## config.mk

```make
export PLATFORM = sky130hd
export DESIGN_NAME = fep_host
export DESIGN_NICKNAME = d
export VERILOG_FILES = /design/src/pkg/fep_pkg.sv /design/src/design/fep_bus_cycle.sv /design/src/design/fep_host.sv
export VERILOG_INCLUDE_DIRS = /design/src /design/src/pkg
export SDC_FILE = /design/constraint.sdc
export NUM_CORES = 1
export LEC_CHECK = 0
export BUFFER_PORTS_ARGS = -buffer_cell sky130_fd_sc_hd__buf_2
export CORE_ASPECT_RATIO = 1.75
export CORE_MARGIN = 5
export CORE_UTILIZATION = 25
export DETAILED_ROUTE_END_ITERATION = 10
export PLACE_DENSITY = 0.47
export SYNTH_ARGS = -nofsm -noshare
export SYNTH_HDL_FRONTEND = slang
export SYNTH_SLANG_ARGS = --single-unit
export TNS_END_PERCENT = 30
```

## constraint.sdc

```tcl
create_clock -name ref_clk -period 8.3 [get_ports ref_clk]
set_input_delay 0.415 -clock ref_clk [delete_from_list [all_inputs] [get_ports ref_clk]]
set_output_delay 0.415 -clock ref_clk [all_outputs]
set_load 0.02 [all_outputs]
```

## src/pkg/fep_defines.svh

```systemverilog
// Offsets, field positions, reset values and timing counts of the flash erase/protect controller.
`ifndef FEP_DEFINES_SVH
`define FEP_DEFINES_SVH

// Register byte offsets on the APB side.
`define FEP_OFF_CTRL      8'h00
`define FEP_OFF_STATUS    8'h04
`define FEP_OFF_PINS      8'h08
`define FEP_OFF_RDATA     8'h0C
`define FEP_OFF_TBL_BASE  8'h20
`define FEP_OFF_TBL_END   8'h60

// Control register fields.
`define FEP_CTRL_START    0
`define FEP_CTRL_OP_LO    1
`define FEP_CTRL_CNT_LO   4

// Status register fields.
`define FEP_ST_BUSY       0
`define FEP_ST_DONE       1
`define FEP_ST_REFUSED    2
`define FEP_ST_RDY        3
`define FEP_ST_TGL_MAIN   4
`define FEP_ST_TGL_TWO    5

// Pin control register fields and reset value.
`define FEP_PIN_HWRST     0
`define FEP_PIN_RST_HV    1
`define FEP_PIN_A9_HV     2
`define FEP_PIN_OE_HV     3
`define FEP_PINS_RESET    4'h0

// Status flag positions in a read-back word.
`define FEP_DQ_TGL_TWO    2
`define FEP_DQ_TGL_MAIN   6

// Clock and timing figures, each with its cycle count.
`define FEP_CLK_NS        50
`define FEP_SETUP_CYC     1
`define FEP_WE_PULSE_NS   50
`define FEP_WE_CYC        ((`FEP_WE_PULSE_NS + `FEP_CLK_NS - 1) / `FEP_CLK_NS)
`define FEP_READ_NS       100
`define FEP_SYNC_CYC      3
`define FEP_READ_CYC      (((`FEP_READ_NS + `FEP_CLK_NS - 1) / `FEP_CLK_NS) + `FEP_SYNC_CYC)
`define FEP_PPLH_US       100
`define FEP_PPLH_CYC      ((`FEP_PPLH_US * 1000 + `FEP_CLK_NS - 1) / `FEP_CLK_NS)
`define FEP_BEH_US        50
`define FEP_BEH_CYC       ((`FEP_BEH_US * 1000) / `FEP_CLK_NS)

`endif

```

## src/pkg/fep_pkg.sv

```systemverilog
// Types shared by the flash erase/protect controller modules.
package fep_pkg;

	// Operations that software can start through the control register.
	typedef enum logic [2:0] {
		OP_SEQ    = 3'b000,
		OP_READ   = 3'b001,
		OP_TOGGLE = 3'b010,
		OP_PROT1  = 3'b011,
		OP_PROT2  = 3'b100
	} fep_op_t;

	// Sequencer states of the top module.
	typedef enum logic [1:0] {
		SQ_IDLE  = 2'b00,
		SQ_ISSUE = 2'b01,
		SQ_WAIT  = 2'b10,
		SQ_PAUSE = 2'b11
	} fep_sq_t;

	// States of one flash bus cycle.
	typedef enum logic [1:0] {
		BC_IDLE   = 2'b00,
		BC_SETUP  = 2'b01,
		BC_STROBE = 2'b10,
		BC_HOLD   = 2'b11
	} fep_bc_t;

endpackage : fep_pkg

```

## src/design/fep_bus_cycle.sv

```systemverilog
// One asynchronous flash bus cycle, write or read, driven from the system clock.
`timescale 1ns/1ns
`include "fep_defines.svh"
module fep_bus_cycle #(
	parameter int ADDR_W = 21,
	parameter int DATA_W = 16,
	parameter int CNT_W  = 16
) (
	input  wire logic              ref_clk,
	input  wire logic              sys_rst,
	input  wire logic              start,
	input  wire logic              rd,
	input  wire logic [ADDR_W-1:0] addr,
	input  wire logic [DATA_W-1:0] wdata,
	input  wire logic [CNT_W-1:0]  strobe_cycles,
	input  wire logic [DATA_W-1:0] dq_in,
	output logic                   done,
	output logic [DATA_W-1:0]      rd_data,
	output logic [ADDR_W-1:0]      addr_pin,
	output logic [DATA_W-1:0]      dq_out,
	output logic                   dq_oe,
	output logic                   ce_n,
	output logic                   we_n,
	output logic                   oe_n
);
	import fep_pkg::*;

	initial
	begin
		if (CNT_W < 12 || DATA_W < 8)
			$error("fep_bus_cycle: counter or data width too small");
	end

	fep_bc_t             state_ff;      // Phase of the current cycle.
	logic [CNT_W-1:0]    cnt_ff;        // Cycles left in the current phase.
	logic                rd_ff;         // The cycle in flight is a read.
	logic [DATA_W-1:0]   dq_s1_ff;      // Data pin synchroniser, first stage.
	logic [DATA_W-1:0]   dq_s2_ff;      // Second stage.
	logic [DATA_W-1:0]   dq_s3_ff;      // Third stage.
	logic                last_w;        // The strobe count has run out; a read also waits for a stable word.
	logic                dq_stable_w;   // Second and third stage agree.

	assign last_w      = (cnt_ff <= CNT_W'(1));
	assign dq_stable_w = (dq_s2_ff == dq_s3_ff);

	// The read data passes three flops; only stages two and three are compared.
	always_ff @(posedge ref_clk)
	begin
		dq_s1_ff <= dq_in;
		dq_s2_ff <= dq_s1_ff;
		dq_s3_ff <= dq_s2_ff;
	end

	// Address is set up before the strobe falls, so the device latches it on
	// the falling edge; write data is held past the rising edge for its latch.
	always_ff @(posedge ref_clk)
	begin
		if (sys_rst)
		begin
			state_ff <= BC_IDLE;
			cnt_ff   <= '0;
			rd_ff    <= 1'b0;
			done     <= 1'b0;
			rd_data  <= '0;
			addr_pin <= '0;
			dq_out   <= '0;
			dq_oe    <= 1'b0;
			ce_n     <= 1'b1;
			we_n     <= 1'b1;
			oe_n     <= 1'b1;
		end
		else
		begin
			done <= 1'b0;
			case (state_ff)
				BC_IDLE:
				begin
					if (start)
					begin
						// Chip select and address go first; strobes stay high.
						state_ff <= BC_SETUP;
						rd_ff    <= rd;
						addr_pin <= addr;
						dq_out   <= wdata;
						dq_oe    <= ~rd;
						ce_n     <= 1'b0;
						cnt_ff   <= strobe_cycles;
					end
				end
				BC_SETUP:
				begin
					// Open the strobe that this cycle uses.
					state_ff <= BC_STROBE;
					we_n     <= rd_ff;
					oe_n     <= ~rd_ff;
				end
				BC_STROBE:
				begin
					if (!last_w)
						cnt_ff <= cnt_ff - CNT_W'(1);
					else if (!rd_ff || dq_stable_w)
					begin
						// A read waits here until the synchronised word settles.
						state_ff <= BC_HOLD;
						we_n     <= 1'b1;
						oe_n     <= 1'b1;
						if (rd_ff)
							rd_data <= dq_s3_ff;
					end
				end
				BC_HOLD:
				begin
					// Write data and chip select held one cycle past the rising edge.
					state_ff <= BC_IDLE;
					ce_n     <= 1'b1;
					dq_oe    <= 1'b0;
					done     <= 1'b1;
				end
				default:
				begin
					state_ff <= BC_IDLE;
				end
			endcase
		end
	end

endmodule : fep_bus_cycle

```

## src/design/fep_host.sv

```systemverilog
// APB-controlled host that drives a parallel NOR flash through erase, suspend and protection.
//
// Overview of operation
// - After erase failure host issues reset command. The host detects no failure; software loads the reset command as a sequence.
// - Extra block cycles follow within erase hold time.
// - Protect one: high voltage, fixed bits, pulse.
// - Protect two: four cycles under high voltage reset.
//
// Added by the designer: the address map and register access over APB.
`timescale 1ns/1ns
`include "fep_defines.svh"
module fep_host #(
	parameter int ADDR_W   = 21,
	parameter int DATA_W   = 16,
	parameter int TBL_N    = 8,
	parameter int PPLH_CYC = `FEP_PPLH_CYC,
	parameter int BEH_CYC  = `FEP_BEH_CYC
) (
	input  wire logic              ref_clk,
	input  wire logic              sys_rst,
	input  wire logic              psel,
	input  wire logic              penable,
	input  wire logic              pwrite,
	input  wire logic [7:0]        paddr,
	input  wire logic [31:0]       pwdata,
	output logic [31:0]            prdata,
	output logic                   pready,
	output logic                   pslverr,
	output logic [ADDR_W-1:0]      flash_addr,
	input  wire logic [DATA_W-1:0] flash_dq_in,
	output logic [DATA_W-1:0]      flash_dq_out,
	output logic                   flash_dq_oe,
	output logic                   flash_ce_n,
	output logic                   flash_we_n,
	output logic                   flash_oe_n,
	output logic                   flash_reset_n,
	output logic                   reset_hv_en,
	output logic                   a9_hv_en,
	output logic                   oe_hv_en,
	input  wire logic              ready_busy_in
);
	import fep_pkg::*;

	localparam int CNT_W = 16;

	initial
	begin
		if (TBL_N != 8 || ADDR_W < 7 || PPLH_CYC >= 65536 || BEH_CYC < 16)
			$error("fep_host: parameter outside what the sequencer serves");
	end

	// Forces the protect address pattern: bit 1 high, bits 0 and 6 low.
	function automatic logic [ADDR_W-1:0] fep_prot_addr(input logic [ADDR_W-1:0] a);
		logic [ADDR_W-1:0] r;
		r    = a;
		r[0] = 1'b0;
		r[1] = 1'b1;
		r[6] = 1'b0;
		return r;
	endfunction : fep_prot_addr

	// Command table that software loads; each entry is one flash bus cycle.
	logic [ADDR_W-1:0]  tbl_addr_ff [TBL_N];
	logic [7:0]         tbl_data_ff [TBL_N];

	fep_sq_t            sq_ff;          // Sequencer state.
	fep_op_t            op_ff;          // Operation in flight.
	logic [3:0]         n_ff;           // Bus cycles in this operation.
	logic [2:0]         idx_ff;         // Current bus cycle number.
	logic [CNT_W-1:0]   wait_ff;        // Pause counter between protect cycles.
	logic               done_ff;        // Sticky: operation finished.
	logic               refused_ff;     // Sticky: start refused.
	logic [3:0]         pins_ff;        // Pin control register.
	logic [DATA_W-1:0]  rdata_ff;       // Last word read from the flash.
	logic [DATA_W-1:0]  prev_ff;        // First word of a toggle poll.
	logic               tgl_main_ff;    // Main toggle bit changed between reads.
	logic               tgl_two_ff;     // Second toggle bit changed between reads.
	logic               rb_s1_ff;       // Ready/busy synchroniser stages.
	logic               rb_s2_ff;
	logic               rb_s3_ff;
	logic               rb_lvl_ff;      // Accepted ready/busy level.
	logic               bc_start_ff;    // Pulse that launches one bus cycle.

	// APB decode.
	logic               apb_acc_w;      // Access phase, answer ready this edge.
	logic               wr_w;
	logic [7:0]         tbl_off_w;
	logic               tbl_hit_w;
	logic [2:0]         tbl_idx_w;
	logic               map_hit_w;
	logic [31:0]        rd_mux_w;
	logic               start_req_w;
	fep_op_t            req_op_w;
	logic [3:0]         req_n_w;
	logic               req_ok_w;

	assign apb_acc_w = psel & penable & pready;
	assign wr_w      = apb_acc_w & pwrite;
	assign tbl_off_w = paddr - `FEP_OFF_TBL_BASE;
	assign tbl_hit_w = (paddr >= `FEP_OFF_TBL_BASE) && (paddr < `FEP_OFF_TBL_END)
		&& (paddr[1:0] == 2'h0);
	assign tbl_idx_w = tbl_off_w[5:3];
	assign map_hit_w = tbl_hit_w || paddr == `FEP_OFF_CTRL || paddr == `FEP_OFF_STATUS
		|| paddr == `FEP_OFF_PINS || paddr == `FEP_OFF_RDATA;

	// A start carries its operation and, for a plain sequence, its cycle count.
	assign start_req_w = wr_w && paddr == `FEP_OFF_CTRL && pwdata[`FEP_CTRL_START];
	assign req_op_w    = fep_op_t'(pwdata[`FEP_CTRL_OP_LO +: 3]);
	assign req_n_w     = (req_op_w == OP_SEQ)    ? pwdata[`FEP_CTRL_CNT_LO +: 4] :
	                     (req_op_w == OP_TOGGLE) ? 4'h2 :
	                     (req_op_w == OP_PROT2)  ? 4'h4 : 4'h1;
	// Protect one needs both high voltage switches; protect two the reset one.
	assign req_ok_w = (sq_ff == SQ_IDLE) && req_n_w != 4'h0 && req_n_w <= 4'h8
		&& req_op_w <= OP_PROT2
		&& (req_op_w != OP_PROT1 || (pins_ff[`FEP_PIN_A9_HV] && pins_ff[`FEP_PIN_OE_HV]))
		&& (req_op_w != OP_PROT2 || pins_ff[`FEP_PIN_RST_HV]);

	// Read multiplexer; unused bits read as zero.
	always_comb
	begin
		rd_mux_w = 32'h0000_0000;
		if (tbl_hit_w && !tbl_off_w[2])
			rd_mux_w[ADDR_W-1:0] = tbl_addr_ff[tbl_idx_w];
		else if (tbl_hit_w)
			rd_mux_w[7:0] = tbl_data_ff[tbl_idx_w];
		else if (paddr == `FEP_OFF_STATUS)
			rd_mux_w[5:0] = {tgl_two_ff, tgl_main_ff, rb_lvl_ff, refused_ff, done_ff,
				sq_ff != SQ_IDLE};
		else if (paddr == `FEP_OFF_PINS)
			rd_mux_w[3:0] = pins_ff;
		else if (paddr == `FEP_OFF_RDATA)
			rd_mux_w[DATA_W-1:0] = rdata_ff;
	end

	// One wait state: the answer is registered, then taken on the next edge.
	always_ff @(posedge ref_clk)
	begin
		if (sys_rst)
		begin
			pready  <= 1'b0;
			pslverr <= 1'b0;
			prdata  <= 32'h0000_0000;
		end
		else
		begin
			pready  <= psel & penable & ~pready;
			pslverr <= psel & penable & ~pready & ~map_hit_w;
			prdata  <= rd_mux_w;
		end
	end

	// Table writes; unmapped writes change nothing.
	always_ff @(posedge ref_clk)
	begin
		if (wr_w && tbl_hit_w && !tbl_off_w[2])
			tbl_addr_ff[tbl_idx_w] <= pwdata[ADDR_W-1:0];
		if (wr_w && tbl_hit_w && tbl_off_w[2])
			tbl_data_ff[tbl_idx_w] <= pwdata[7:0];
	end

	// Pin control: hardware reset and the high voltage switches.
	always_ff @(posedge ref_clk)
	begin
		if (sys_rst)
			pins_ff <= `FEP_PINS_RESET;
		else if (wr_w && paddr == `FEP_OFF_PINS)
			pins_ff <= pwdata[3:0];
	end

	// The pin outputs are registered copies of the pin control register, the hardware reset bit inverted.
	always_ff @(posedge ref_clk)
	begin
		if (sys_rst)
		begin
			flash_reset_n <= 1'b1;
			reset_hv_en   <= 1'b0;
			a9_hv_en      <= 1'b0;
			oe_hv_en      <= 1'b0;
		end
		else
		begin
			flash_reset_n <= ~pins_ff[`FEP_PIN_HWRST];
			reset_hv_en   <= pins_ff[`FEP_PIN_RST_HV];
			a9_hv_en      <= pins_ff[`FEP_PIN_A9_HV];
			oe_hv_en      <= pins_ff[`FEP_PIN_OE_HV];
		end
	end

	// Ready/busy passes three flops; a change counts once stages two and three agree.
	always_ff @(posedge ref_clk)
	begin
		rb_s1_ff <= ready_busy_in;
		rb_s2_ff <= rb_s1_ff;
		rb_s3_ff <= rb_s2_ff;
		if (sys_rst)
			rb_lvl_ff <= 1'b1;
		else if (rb_s2_ff == rb_s3_ff)
			rb_lvl_ff <= rb_s3_ff;
	end

	// Per-cycle selection of the bus cycle to launch.
	logic              bc_done_w;
	logic [DATA_W-1:0] bc_rdata_w;
	logic [2:0]        ent_w;
	logic              cyc_rd_w;
	logic              cyc_prot_w;
	logic [ADDR_W-1:0] cyc_addr_w;
	logic [CNT_W-1:0]  cyc_len_w;
	logic              last_cyc_w;

	assign ent_w      = (op_ff == OP_TOGGLE) ? 3'h0 : idx_ff;
	assign cyc_rd_w   = op_ff == OP_READ || op_ff == OP_TOGGLE
		|| (op_ff == OP_PROT2 && idx_ff == 3'h3);
	assign cyc_prot_w = op_ff == OP_PROT1 || (op_ff == OP_PROT2 && idx_ff == 3'h1);
	assign cyc_addr_w = cyc_prot_w ? fep_prot_addr(tbl_addr_ff[ent_w])
		: tbl_addr_ff[ent_w];
	// Protect one holds the write strobe low for the whole protect pulse.
	assign cyc_len_w  = (op_ff == OP_PROT1) ? CNT_W'(PPLH_CYC) :
	                    cyc_rd_w ? CNT_W'(`FEP_READ_CYC) : CNT_W'(`FEP_WE_CYC);
	assign last_cyc_w = ({1'b0, idx_ff} + 4'h1) >= n_ff;

	// Sequencer. Cycles of one operation follow back to back, save the pause after the protect two protect write, so every extra
	// block cycle of a multi-block erase lands well inside the hold window.
	always_ff @(posedge ref_clk)
	begin
		if (sys_rst)
		begin
			sq_ff       <= SQ_IDLE;
			op_ff       <= OP_SEQ;
			n_ff        <= 4'h0;
			idx_ff      <= 3'h0;
			wait_ff     <= '0;
			bc_start_ff <= 1'b0;
			rdata_ff    <= '0;
			prev_ff     <= '0;
			tgl_main_ff <= 1'b0;
			tgl_two_ff  <= 1'b0;
		end
		else
		begin
			bc_start_ff <= 1'b0;
			case (sq_ff)
				SQ_IDLE:
				begin
					if (start_req_w && req_ok_w)
					begin
						op_ff  <= req_op_w;
						n_ff   <= req_n_w;
						idx_ff <= 3'h0;
						sq_ff  <= SQ_ISSUE;
					end
				end
				SQ_ISSUE:
				begin
					bc_start_ff <= 1'b1;
					sq_ff       <= SQ_WAIT;
				end
				SQ_WAIT:
				begin
					if (bc_done_w)
					begin
						if (cyc_rd_w)
						begin
							rdata_ff <= bc_rdata_w;
							prev_ff  <= bc_rdata_w;
						end
						// Second read of a poll: record which flags moved.
						if (op_ff == OP_TOGGLE && idx_ff == 3'h1)
						begin
							tgl_main_ff <= prev_ff[`FEP_DQ_TGL_MAIN] ^ bc_rdata_w[`FEP_DQ_TGL_MAIN];
							tgl_two_ff  <= prev_ff[`FEP_DQ_TGL_TWO] ^ bc_rdata_w[`FEP_DQ_TGL_TWO];
						end
						if (last_cyc_w)
							sq_ff <= SQ_IDLE;
						else if (op_ff == OP_PROT2 && idx_ff == 3'h1)
						begin
							// Let the protect write finish before verifying.
							wait_ff <= CNT_W'(PPLH_CYC);
							idx_ff  <= idx_ff + 3'h1;
							sq_ff   <= SQ_PAUSE;
						end
						else
						begin
							idx_ff <= idx_ff + 3'h1;
							sq_ff  <= SQ_ISSUE;
						end
					end
				end
				SQ_PAUSE:
				begin
					if (wait_ff <= CNT_W'(1))
						sq_ff <= SQ_ISSUE;
					else
						wait_ff <= wait_ff - CNT_W'(1);
				end
				default:
				begin
					sq_ff <= SQ_IDLE;
				end
			endcase
		end
	end

	// Sticky flags: a setting event wins over a write-one clear in the same cycle.
	// Recovery from a failed erase is a reset command loaded as a sequence.
	logic done_set_w;
	logic clr_w;

	assign done_set_w = sq_ff == SQ_WAIT && bc_done_w && last_cyc_w;
	assign clr_w      = wr_w && paddr == `FEP_OFF_STATUS;

	always_ff @(posedge ref_clk)
	begin
		if (sys_rst)
		begin
			done_ff    <= 1'b0;
			refused_ff <= 1'b0;
		end
		else
		begin
			done_ff    <= done_set_w | (done_ff & ~(clr_w & pwdata[`FEP_ST_DONE]));
			refused_ff <= (start_req_w & ~req_ok_w)
				| (refused_ff & ~(clr_w & pwdata[`FEP_ST_REFUSED]));
		end
	end

	fep_bus_cycle #(
		.ADDR_W        (ADDR_W),
		.DATA_W        (DATA_W),
		.CNT_W         (CNT_W)
	) fep_bus_cycle_i (
		.ref_clk       (ref_clk),
		.sys_rst       (sys_rst),
		.start         (bc_start_ff),
		.rd            (cyc_rd_w),
		.addr          (cyc_addr_w),
		.wdata         ({{(DATA_W-8){1'b0}}, tbl_data_ff[ent_w]}),
		.strobe_cycles (cyc_len_w),
		.dq_in         (flash_dq_in),
		.done          (bc_done_w),
		.rd_data       (bc_rdata_w),
		.addr_pin      (flash_addr),
		.dq_out        (flash_dq_out),
		.dq_oe         (flash_dq_oe),
		.ce_n          (flash_ce_n),
		.we_n          (flash_we_n),
		.oe_n          (flash_oe_n)
	);

	// Helper counters for the checks below.
	logic [CNT_W-1:0] we_low_cnt_ff;    // Length of the current write strobe.
	logic [CNT_W-1:0] we_gap_cnt_ff;    // Cycles since the last write strobe rose.

	always_ff @(posedge ref_clk)
	begin
		if (sys_rst || flash_we_n)
			we_low_cnt_ff <= '0;
		else
			we_low_cnt_ff <= we_low_cnt_ff + CNT_W'(1);
		if (sys_rst || !flash_we_n || sq_ff == SQ_IDLE)
			we_gap_cnt_ff <= '0;
		else
			we_gap_cnt_ff <= we_gap_cnt_ff + CNT_W'(1);
	end

	chk_prot_addr_pattern: assert property (@(posedge ref_clk) disable iff (sys_rst)
		(op_ff == OP_PROT1 && !flash_we_n) |-> (flash_addr[1] && !flash_addr[0] && !flash_addr[6]))
		else $error("protect address pattern wrong during protect pulse");

	chk_prot_pulse_len: assert property (@(posedge ref_clk) disable iff (sys_rst)
		(op_ff == OP_PROT1 && $rose(flash_we_n)) |-> (we_low_cnt_ff == CNT_W'(PPLH_CYC)))
		else $error("protect pulse length differs from protect pulse time");

	chk_prot_hv_held: assert property (@(posedge ref_clk) disable iff (sys_rst)
		(op_ff == OP_PROT1 && !flash_ce_n) |-> (a9_hv_en && oe_hv_en))
		else $error("protect one cycle without high voltage switches");

	chk_prot2_rst_hv: assert property (@(posedge ref_clk) disable iff (sys_rst)
		(op_ff == OP_PROT2 && sq_ff != SQ_IDLE) |-> reset_hv_en)
		else $error("protect two sequence without high voltage reset");

	chk_prot2_wait: assert property (@(posedge ref_clk) disable iff (sys_rst)
		(op_ff == OP_PROT2 && $fell(flash_we_n) && idx_ff == 3'h2)
		|-> (we_gap_cnt_ff > CNT_W'(PPLH_CYC)))
		else $error("verify issued before protect write time elapsed");

	chk_hold_gap: assert property (@(posedge ref_clk) disable iff (sys_rst)
		(op_ff == OP_SEQ && sq_ff != SQ_IDLE) |-> (we_gap_cnt_ff < CNT_W'(BEH_CYC)))
		else $error("gap between erase cycles exceeds erase hold time");

	chk_done_flag: assert property (@(posedge ref_clk) disable iff (sys_rst)
		(sq_ff == SQ_WAIT && bc_done_w && last_cyc_w) |=> (done_ff && sq_ff == SQ_IDLE))
		else $error("finished operation did not raise done");

endmodule : fep_host

```

==> summary.txt, run 1 <==
Run status
  • Status: complete, no violations

Floorplanning
  • # IOs: 141
  • Die area: 79,500 um2
  • Floorplan row count: 131
  • Total core area: 73,100 um2
  • Initial cell density of the core: 25.2%
  • Die Width: 215 um
  • Vert. Die Dim: 369 um

Yosys
  • Post-synthesis register bit count: 433
  • Largest area contributor in the netlist: edfxtp_1
  • Post-Synthesis Cells: 1,659
  • Area contributors post-synth: edfxtp_1, dfxtp_1, mux2i_1
  • Share of Yosys cell area claimed by the top area cell type: 37.8%
  • Post-synth ARST share: 0%
  • Avg Inst Size Synth: 11.1 um2
  • Synth cell types: 66
  • Ys flop type: edfxtp_1
  • EDFF count, synth: 232
  • Synthesis warning total: 0
  • Sequential area share after synthesis: 59.6%
  • Synth Cell Area: 18,400 um2

Min path
  • Cells on Worst Hold Path: 3
  • Min-Delay Path Class: input port to flop

Cells and area
  • Final net count: 1,835
  • FF/Latch Area: 11,000 um2
  • Area Overhead vs Synth: 17.3%
  • Fillers: 7,501
  • Final core utilization: 29.6%
  • Final Cell Area: 21,600 um2
  • Combined area of the multi-input logic cells: 6950 um2
  • Share of cells above drive strength 1: 14.1%

STA
  • Actual slew at the worst max-slew pin: 1.39 ns
  • Max Fclk: 281 MHz
  • Final period util: 42.9%
  • Slew margin rel.: 6.98%
  • RSZ-0062 raised after global routing: no
  • Clock Skew: 0.0162 ns
  • Crit path time final: 3.56 ns
  • Fin. max-slew vios: 0
  • # setup viols final: 0
  • Final Hold Vio Count: 0
  • TNS Setup: 0 ns

GRT
  • Largest net degree at the start of global routing: 83
  • Overall Global Routing Usage: 15.1%
  • First-pass GRT wire length: 91.2 mm
  • Initial antenna violation count: 11
  • GRT overflow: 0
  • Vias in the first global route: 13,900

Drt
  • Drt total wl: 62.5 mm
  • Vias post-DR: 13,800
  • Final antenna-violating net count: 0
  • DRC viols: 0
  • Wire length per cell: 22.9 um
  • Vias/cell: 5.08
  • Iteration-0 DRC Markers: 1,011
  • Total iterations of the first detailed-routing run: 6

Power and ir drop
  • Total Power: 4480 uW
  • P_leak: 0.00776 uW
  • Power per cell area: 207 nW/um2
  • Worst VDD drop: 0.120 mV

Setup path
  • FF-to-FF path depth: 10
  • Crit path DAT: 4.01 ns
  • CP Max Fanout: 12
  • CP required: 8.75 ns
  • Nature of the critical path endpoint: flop
  • Crit path kind: flop to flop
  • CP Launch Type: flop

CTS
  • CTS root buffer: clkbuf_16
  • Total CTS buffers: 43
  • H-tree depth: 2
  • Worst skew pair latency: 0.57 ns
  • CTS tree: built
  • Clk slew on worst S/H paths: 0.06 ns
  • CTS sink count: 433
  • Clock Tree Buf Depth: 3

Place
  • Dpl cell area: 20,000 um2
  • HPWL Detailed: 40.3 mm
  • Port buffer count: 110
  • Routability Congestion: 0.826

Flow run
  • Maxcap violations: 0
final timing paths:
path         startpoint    endpoint  slack (ns)
max           idx_ff[1]  wait_ff[9]        4.74
min             penable      pready         0.1
max reg2reg   idx_ff[1]  wait_ff[9]        4.74
min reg2reg    rb_s1_ff    rb_s2_ff        0.33
layer usage:
layer | share of wire (%) | vias to the layer above | track usage (%) | wire length (um)
li1 | - | 6364 | - | -
met1 | 38 | 6772 | 17.1 | 23500
met2 | 52 | 554 | 27.4 | 32300
met3 | 6.2 | 138 | 2.64 | 3900
met4 | 4.4 | 10 | 7.00 | 2720
met5 | 0.094 | - | 0 | 59
cell type report:
| cell class | count | area share [%] |
|---|---|---|
| tap | 931 | 5.39 |
| multi-input combinational | 1087 | 32.1 |
| inverter | 33 | 0.573 |
| clock buffer | 55 | 5.52 |
| clock inverter | 24 | 1.13 |
| antenna | 5 | 0.0578 |
| timing repair buffer | 157 | 4.38 |
| sequential | 433 | 50.8 |
power breakdown:
part / switching (uW) / leakage (uW) / internal (uW)
registers: 12.0 / 0.00372 / 2270
logic: 136 / 0.00334 / 60.7
clock network: 851 / 0.000689 / 1150
total: 999 / 0.00776 / 3480
state kept, by name, summed over array words and instances, names as in the netlist, 21 cells and up:
name	flops
fep_bus_cycle_i.addr_pin	21
tbl_data_ff	64
tbl_addr_ff	168
prdata	21
layout by cell type (no fill, tap or decap), types with 8 or more instances in the layout:
cell	n
a31oi_1	41
buf_4	31
clkbuf_16	45
a311oi_1	31
nor2b_1	44
nor3_1	23
a22o_1	20
a211oi_1	36
nor2_4	8
a21oi_1	73
o21ai_0	61
a221oi_1	26
dlygate4sd3_1	17
conb_1	19
nand3_1	42
o211ai_1	10
mux2i_1	87
nand4_1	13
buf_2	109
inv_1	32
and2_1	8
a22oi_1	55
dfxtp_1	200
nor4_1	10
ha_1	18
edfxtp_1	232
clkinv_2	10
nor2_1	110
xnor2_1	28
or3_1	9
nand2_1	202
synth_stat cells, drive strengths merged, types with 3 or more instances:
| library cell | number |
|---|---|
| nand4 | 13 |
| o2111ai | 4 |
| nand2 | 205 |
| and2 | 9 |
| nor2 | 118 |
| o221ai | 5 |
| a311o | 3 |
| o31ai | 5 |
| nand2b | 7 |
| nor3 | 27 |
| a21oi | 74 |
| nand3 | 42 |
| a311oi | 31 |
| nand3b | 3 |
| buf | 30 |
| nor3b | 4 |
| and4 | 5 |
| mux2i | 87 |
| a211oi | 36 |
| nor4 | 13 |
| ha | 18 |
| a22oi | 55 |
| a221oi | 26 |
| o31a | 4 |
| dfxtp | 201 |
| or4 | 7 |
| a31o | 3 |
| edfxtp | 232 |
| a22o | 20 |
| inv | 33 |
| nor2b | 44 |
| xnor2 | 28 |
| o211ai | 10 |
| clkbuf | 94 |
| or3 | 9 |
| o21ai | 68 |
| mux2 | 6 |
| a31oi | 41 |
| mux4 | 7 |
| and3 | 8 |
logic make-up (layout without fill, tap and decap cells):
family	count (synthesis)	after routing	share of synthesized area [%]
buffers and inverters	157	269	3.66
multiplexers	100	100	5.94
adder cells (fa/ha/maj)	18	18	1.22
AO/OA/AOI/OAI	404	404	15.1
other	1	24	0.0203
flip-flops	433	433	59.6
XOR/XNOR	28	28	1.33
AND/OR/NAND/NOR	518	518	13.1
critical path: stages, from the launching register on:
cell,delay (ns)
dfxtp_1,0.66
ha_1,0.25
ha_1,0.22
inv_1,0.08
ha_1,0.22
o21ai_0,0.22
nand2b_1,0.15
a211o_1,0.39
a211oi_1,0.72
nand2_1,0.18
o311a_1,0.37
through the flow:
stage	hold slack (ns)	setup WS [ns]	instances
after floorplan	0.310	4.69	1677
after global placement	0.313	4.40	2624
after detailed placement	0.312	4.36	2624
after CTS	0.0679	4.73	2720
after global routing	0.103	4.43	2721
final	0.0994	4.74	2725
repair_timing:
action	4_1_cts	5_1_grt
gates resized for setup	0	0
endpoints found under the hold margin	17	0
hold buffers	17	0
buffers inserted	0	0
(Power assumes the default switching activity.)
==> run 2, diff against run 1 <==
==> constraint.sdc (replaced) <==
create_clock -name ref_clk -period 3.3 [get_ports ref_clk]
set_input_delay 0.165 -clock ref_clk [delete_from_list [all_inputs] [get_ports ref_clk]]
set_output_delay 0.165 -clock ref_clk [all_outputs]
set_load 0.02 [all_outputs]
==> run 2 against run 1 <==
Combinational power grew to 2.7 times the previous value. Via count grew 1.6%. Core utilization grew 0.89 points. Hold slack lost 0.053 ns. Worst setup slack lost 4.2 ns. Critical path depth grew 2. Critical path type unchanged. Highest routed layer unchanged.
==> summary.txt, run 2 (same netlist as run 1, synthesis figures left out) <==
Cells and area
  • Area Overhead vs Synth: 20.8%
  • Share of cells above drive strength 1: 17.0%
  • Largest regs: tbl_addr_ff (168), tbl_data_ff (64)
  • Final Cell Area: 22,300 um2
  • Most frequent cells in the layout: edfxtp_1, nand2_1, dfxtp_1
  • Max FFs per register: 168
  • Final net count: 1,915
  • Most common cell after layout, fill and taps aside: edfxtp_1
  • Largest Register: tbl_addr_ff

Setup path
  • Crit path kind: flop to flop
  • Nature of the critical path endpoint: flop
  • Crit path DAT: 3.26 ns
  • CP Launch Type: flop
  • CP required: 3.75 ns
  • CP Max Fanout: 11

Place
  • Routability Congestion: 0.862
  • HPWL Detailed: 44.4 mm
  • Port buffer count: 110
  • Dpl cell area: 20,600 um2

STA
  • TNS Setup: 0 ns
  • Fin. max-slew vios: 0
  • # setup viols final: 0
  • Max Fclk: 356 MHz
  • Final Hold Vio Count: 0
  • Actual slew at the worst max-slew pin: 1.09 ns
  • Final period util: 85.1%
  • RSZ-0062 raised after global routing: no
  • Crit path time final: 2.81 ns
  • Slew margin rel.: 27.3%
  • Clock Skew: 0.0203 ns

CTS
  • Hold Buf Count CTS: 32
  • CTS sink count: 433
  • Setup Buffers After CTS: 0
  • Post-CTS Resized: 0
  • Total CTS buffers: 42
  • Clk slew on worst S/H paths: 0.07 ns
  • Worst skew pair latency: 0.58 ns
  • CTS tree: built
  • Clock Tree Buf Depth: 3
  • H-tree depth: 2
  • CTS root buffer: clkbuf_16

Drt
  • Wire length per cell: 23.0 um
  • Iteration-0 DRC Markers: 945
  • Vias post-DR: 14,100
  • Final antenna-violating net count: 0
  • Drt total wl: 64.3 mm
  • Vias/cell: 5.02
  • Total iterations of the first detailed-routing run: 7
  • DRC viols: 0

Flow run
  • Maxcap violations: 0

GRT
  • Initial antenna violation count: 5
  • First-pass GRT wire length: 94.3 mm
  • Overall Global Routing Usage: 15.6%
  • Largest net degree at the start of global routing: 68
  • GRT overflow: 0
  • Vias in the first global route: 14,400

Floorplanning
  • # IOs: 141
  • Vert. Die Dim: 369 um
  • Initial cell density of the core: 25.2%
  • Die Width: 215 um
  • Die area: 79,500 um2
  • Floorplan row count: 131
  • Total core area: 73,100 um2

Power and ir drop
  • Worst VDD drop: 0.293 mV
  • P_leak: 0.00821 uW
  • Power per cell area: 503 nW/um2

Run status
  • Status: complete, no violations

Min path
  • Min-Delay Path Class: input port to flop
## run 2: cell count changes in the layout (fill, tap and decap cells not counted), sizes merged, moves of 2 or more
cell / delta
bufinv: -2
clkinvlp: -7
buf: +66
inv: +7
dlygate4sd3: +15
diode: -2
## run 2: critical path, cell delays in order (launching register included)
cell and delay (ns):
dfxtp_1 0.33, buf_4 0.20, inv_1 0.10, ha_1 0.28, inv_1 0.05, ha_1 0.17
nor3_1 0.20, o21ai_1 0.19, a211o_1 0.37, a211oi_2 0.20, buf_4 0.17, nand2_1 0.07
o311a_1 0.35
## run 2: layout make-up
class / instances / area, um2
fillers: 7435 / 50800
flip-flops and latches: 433 / 11000
multi-input cells: 1087 / 6910
repair buffers: 238 / 1680
clock buffers: 56 / 1200
well taps: 931 / 1160
clock inverters: 22 / 195
inverters: 33 / 124
diodes: 3 / 7.51
## run 2: worst paths after layout
kind         cells after the start  slack (ns)                           end                    startpoint
max                             12        0.49                    wait_ff[9]                     idx_ff[1]
min                              1        0.05             tbl_data_ff[2][6]                     pwdata[6]
max reg2reg                     12        0.49                    wait_ff[9]                     idx_ff[1]
min reg2reg                      0        0.32  fep_bus_cycle_i.dq_s2_ff[14]  fep_bus_cycle_i.dq_s1_ff[14]
## run 2: per-layer routing
layer  track usage (%)  vias to the layer above  wire [um]
met5                 0                        -         27
met4              6.50                        4       2750
met3              2.45                      138       3260
met2              30.0                      484      34600
met1              16.8                     6922      23700
li1                  -                     6516          -
## run 2: report_power, final
part | internal [uW] | leakage [uW] | switching (uW)
combinational | 182 | 0.00378 | 355
sequential | 5710 | 0.00372 | 31.6
clock | 2740 | 0.000701 | 2170
## run 2: metrics by stage
stage / setup WS, ns / utilization (%) / cells / total power, uW / hold WS [ns]
2_1_floorplan: 0.0484 / - / 1677 / 6130 / 0.193
3_3_place_gp: 0.558 / 28.1 / 2690 / 6360 / 0.269
3_5_place_dp: 0.513 / 28.1 / 2690 / 6370 / 0.269
4_1_cts: 0.488 / 30.5 / 2800 / 11300 / 0.00939
5_1_grt: 0.262 / 30.5 / 2800 / 11600 / 0.0368
6_report: 0.493 / 30.5 / 2803 / 11200 / 0.0459
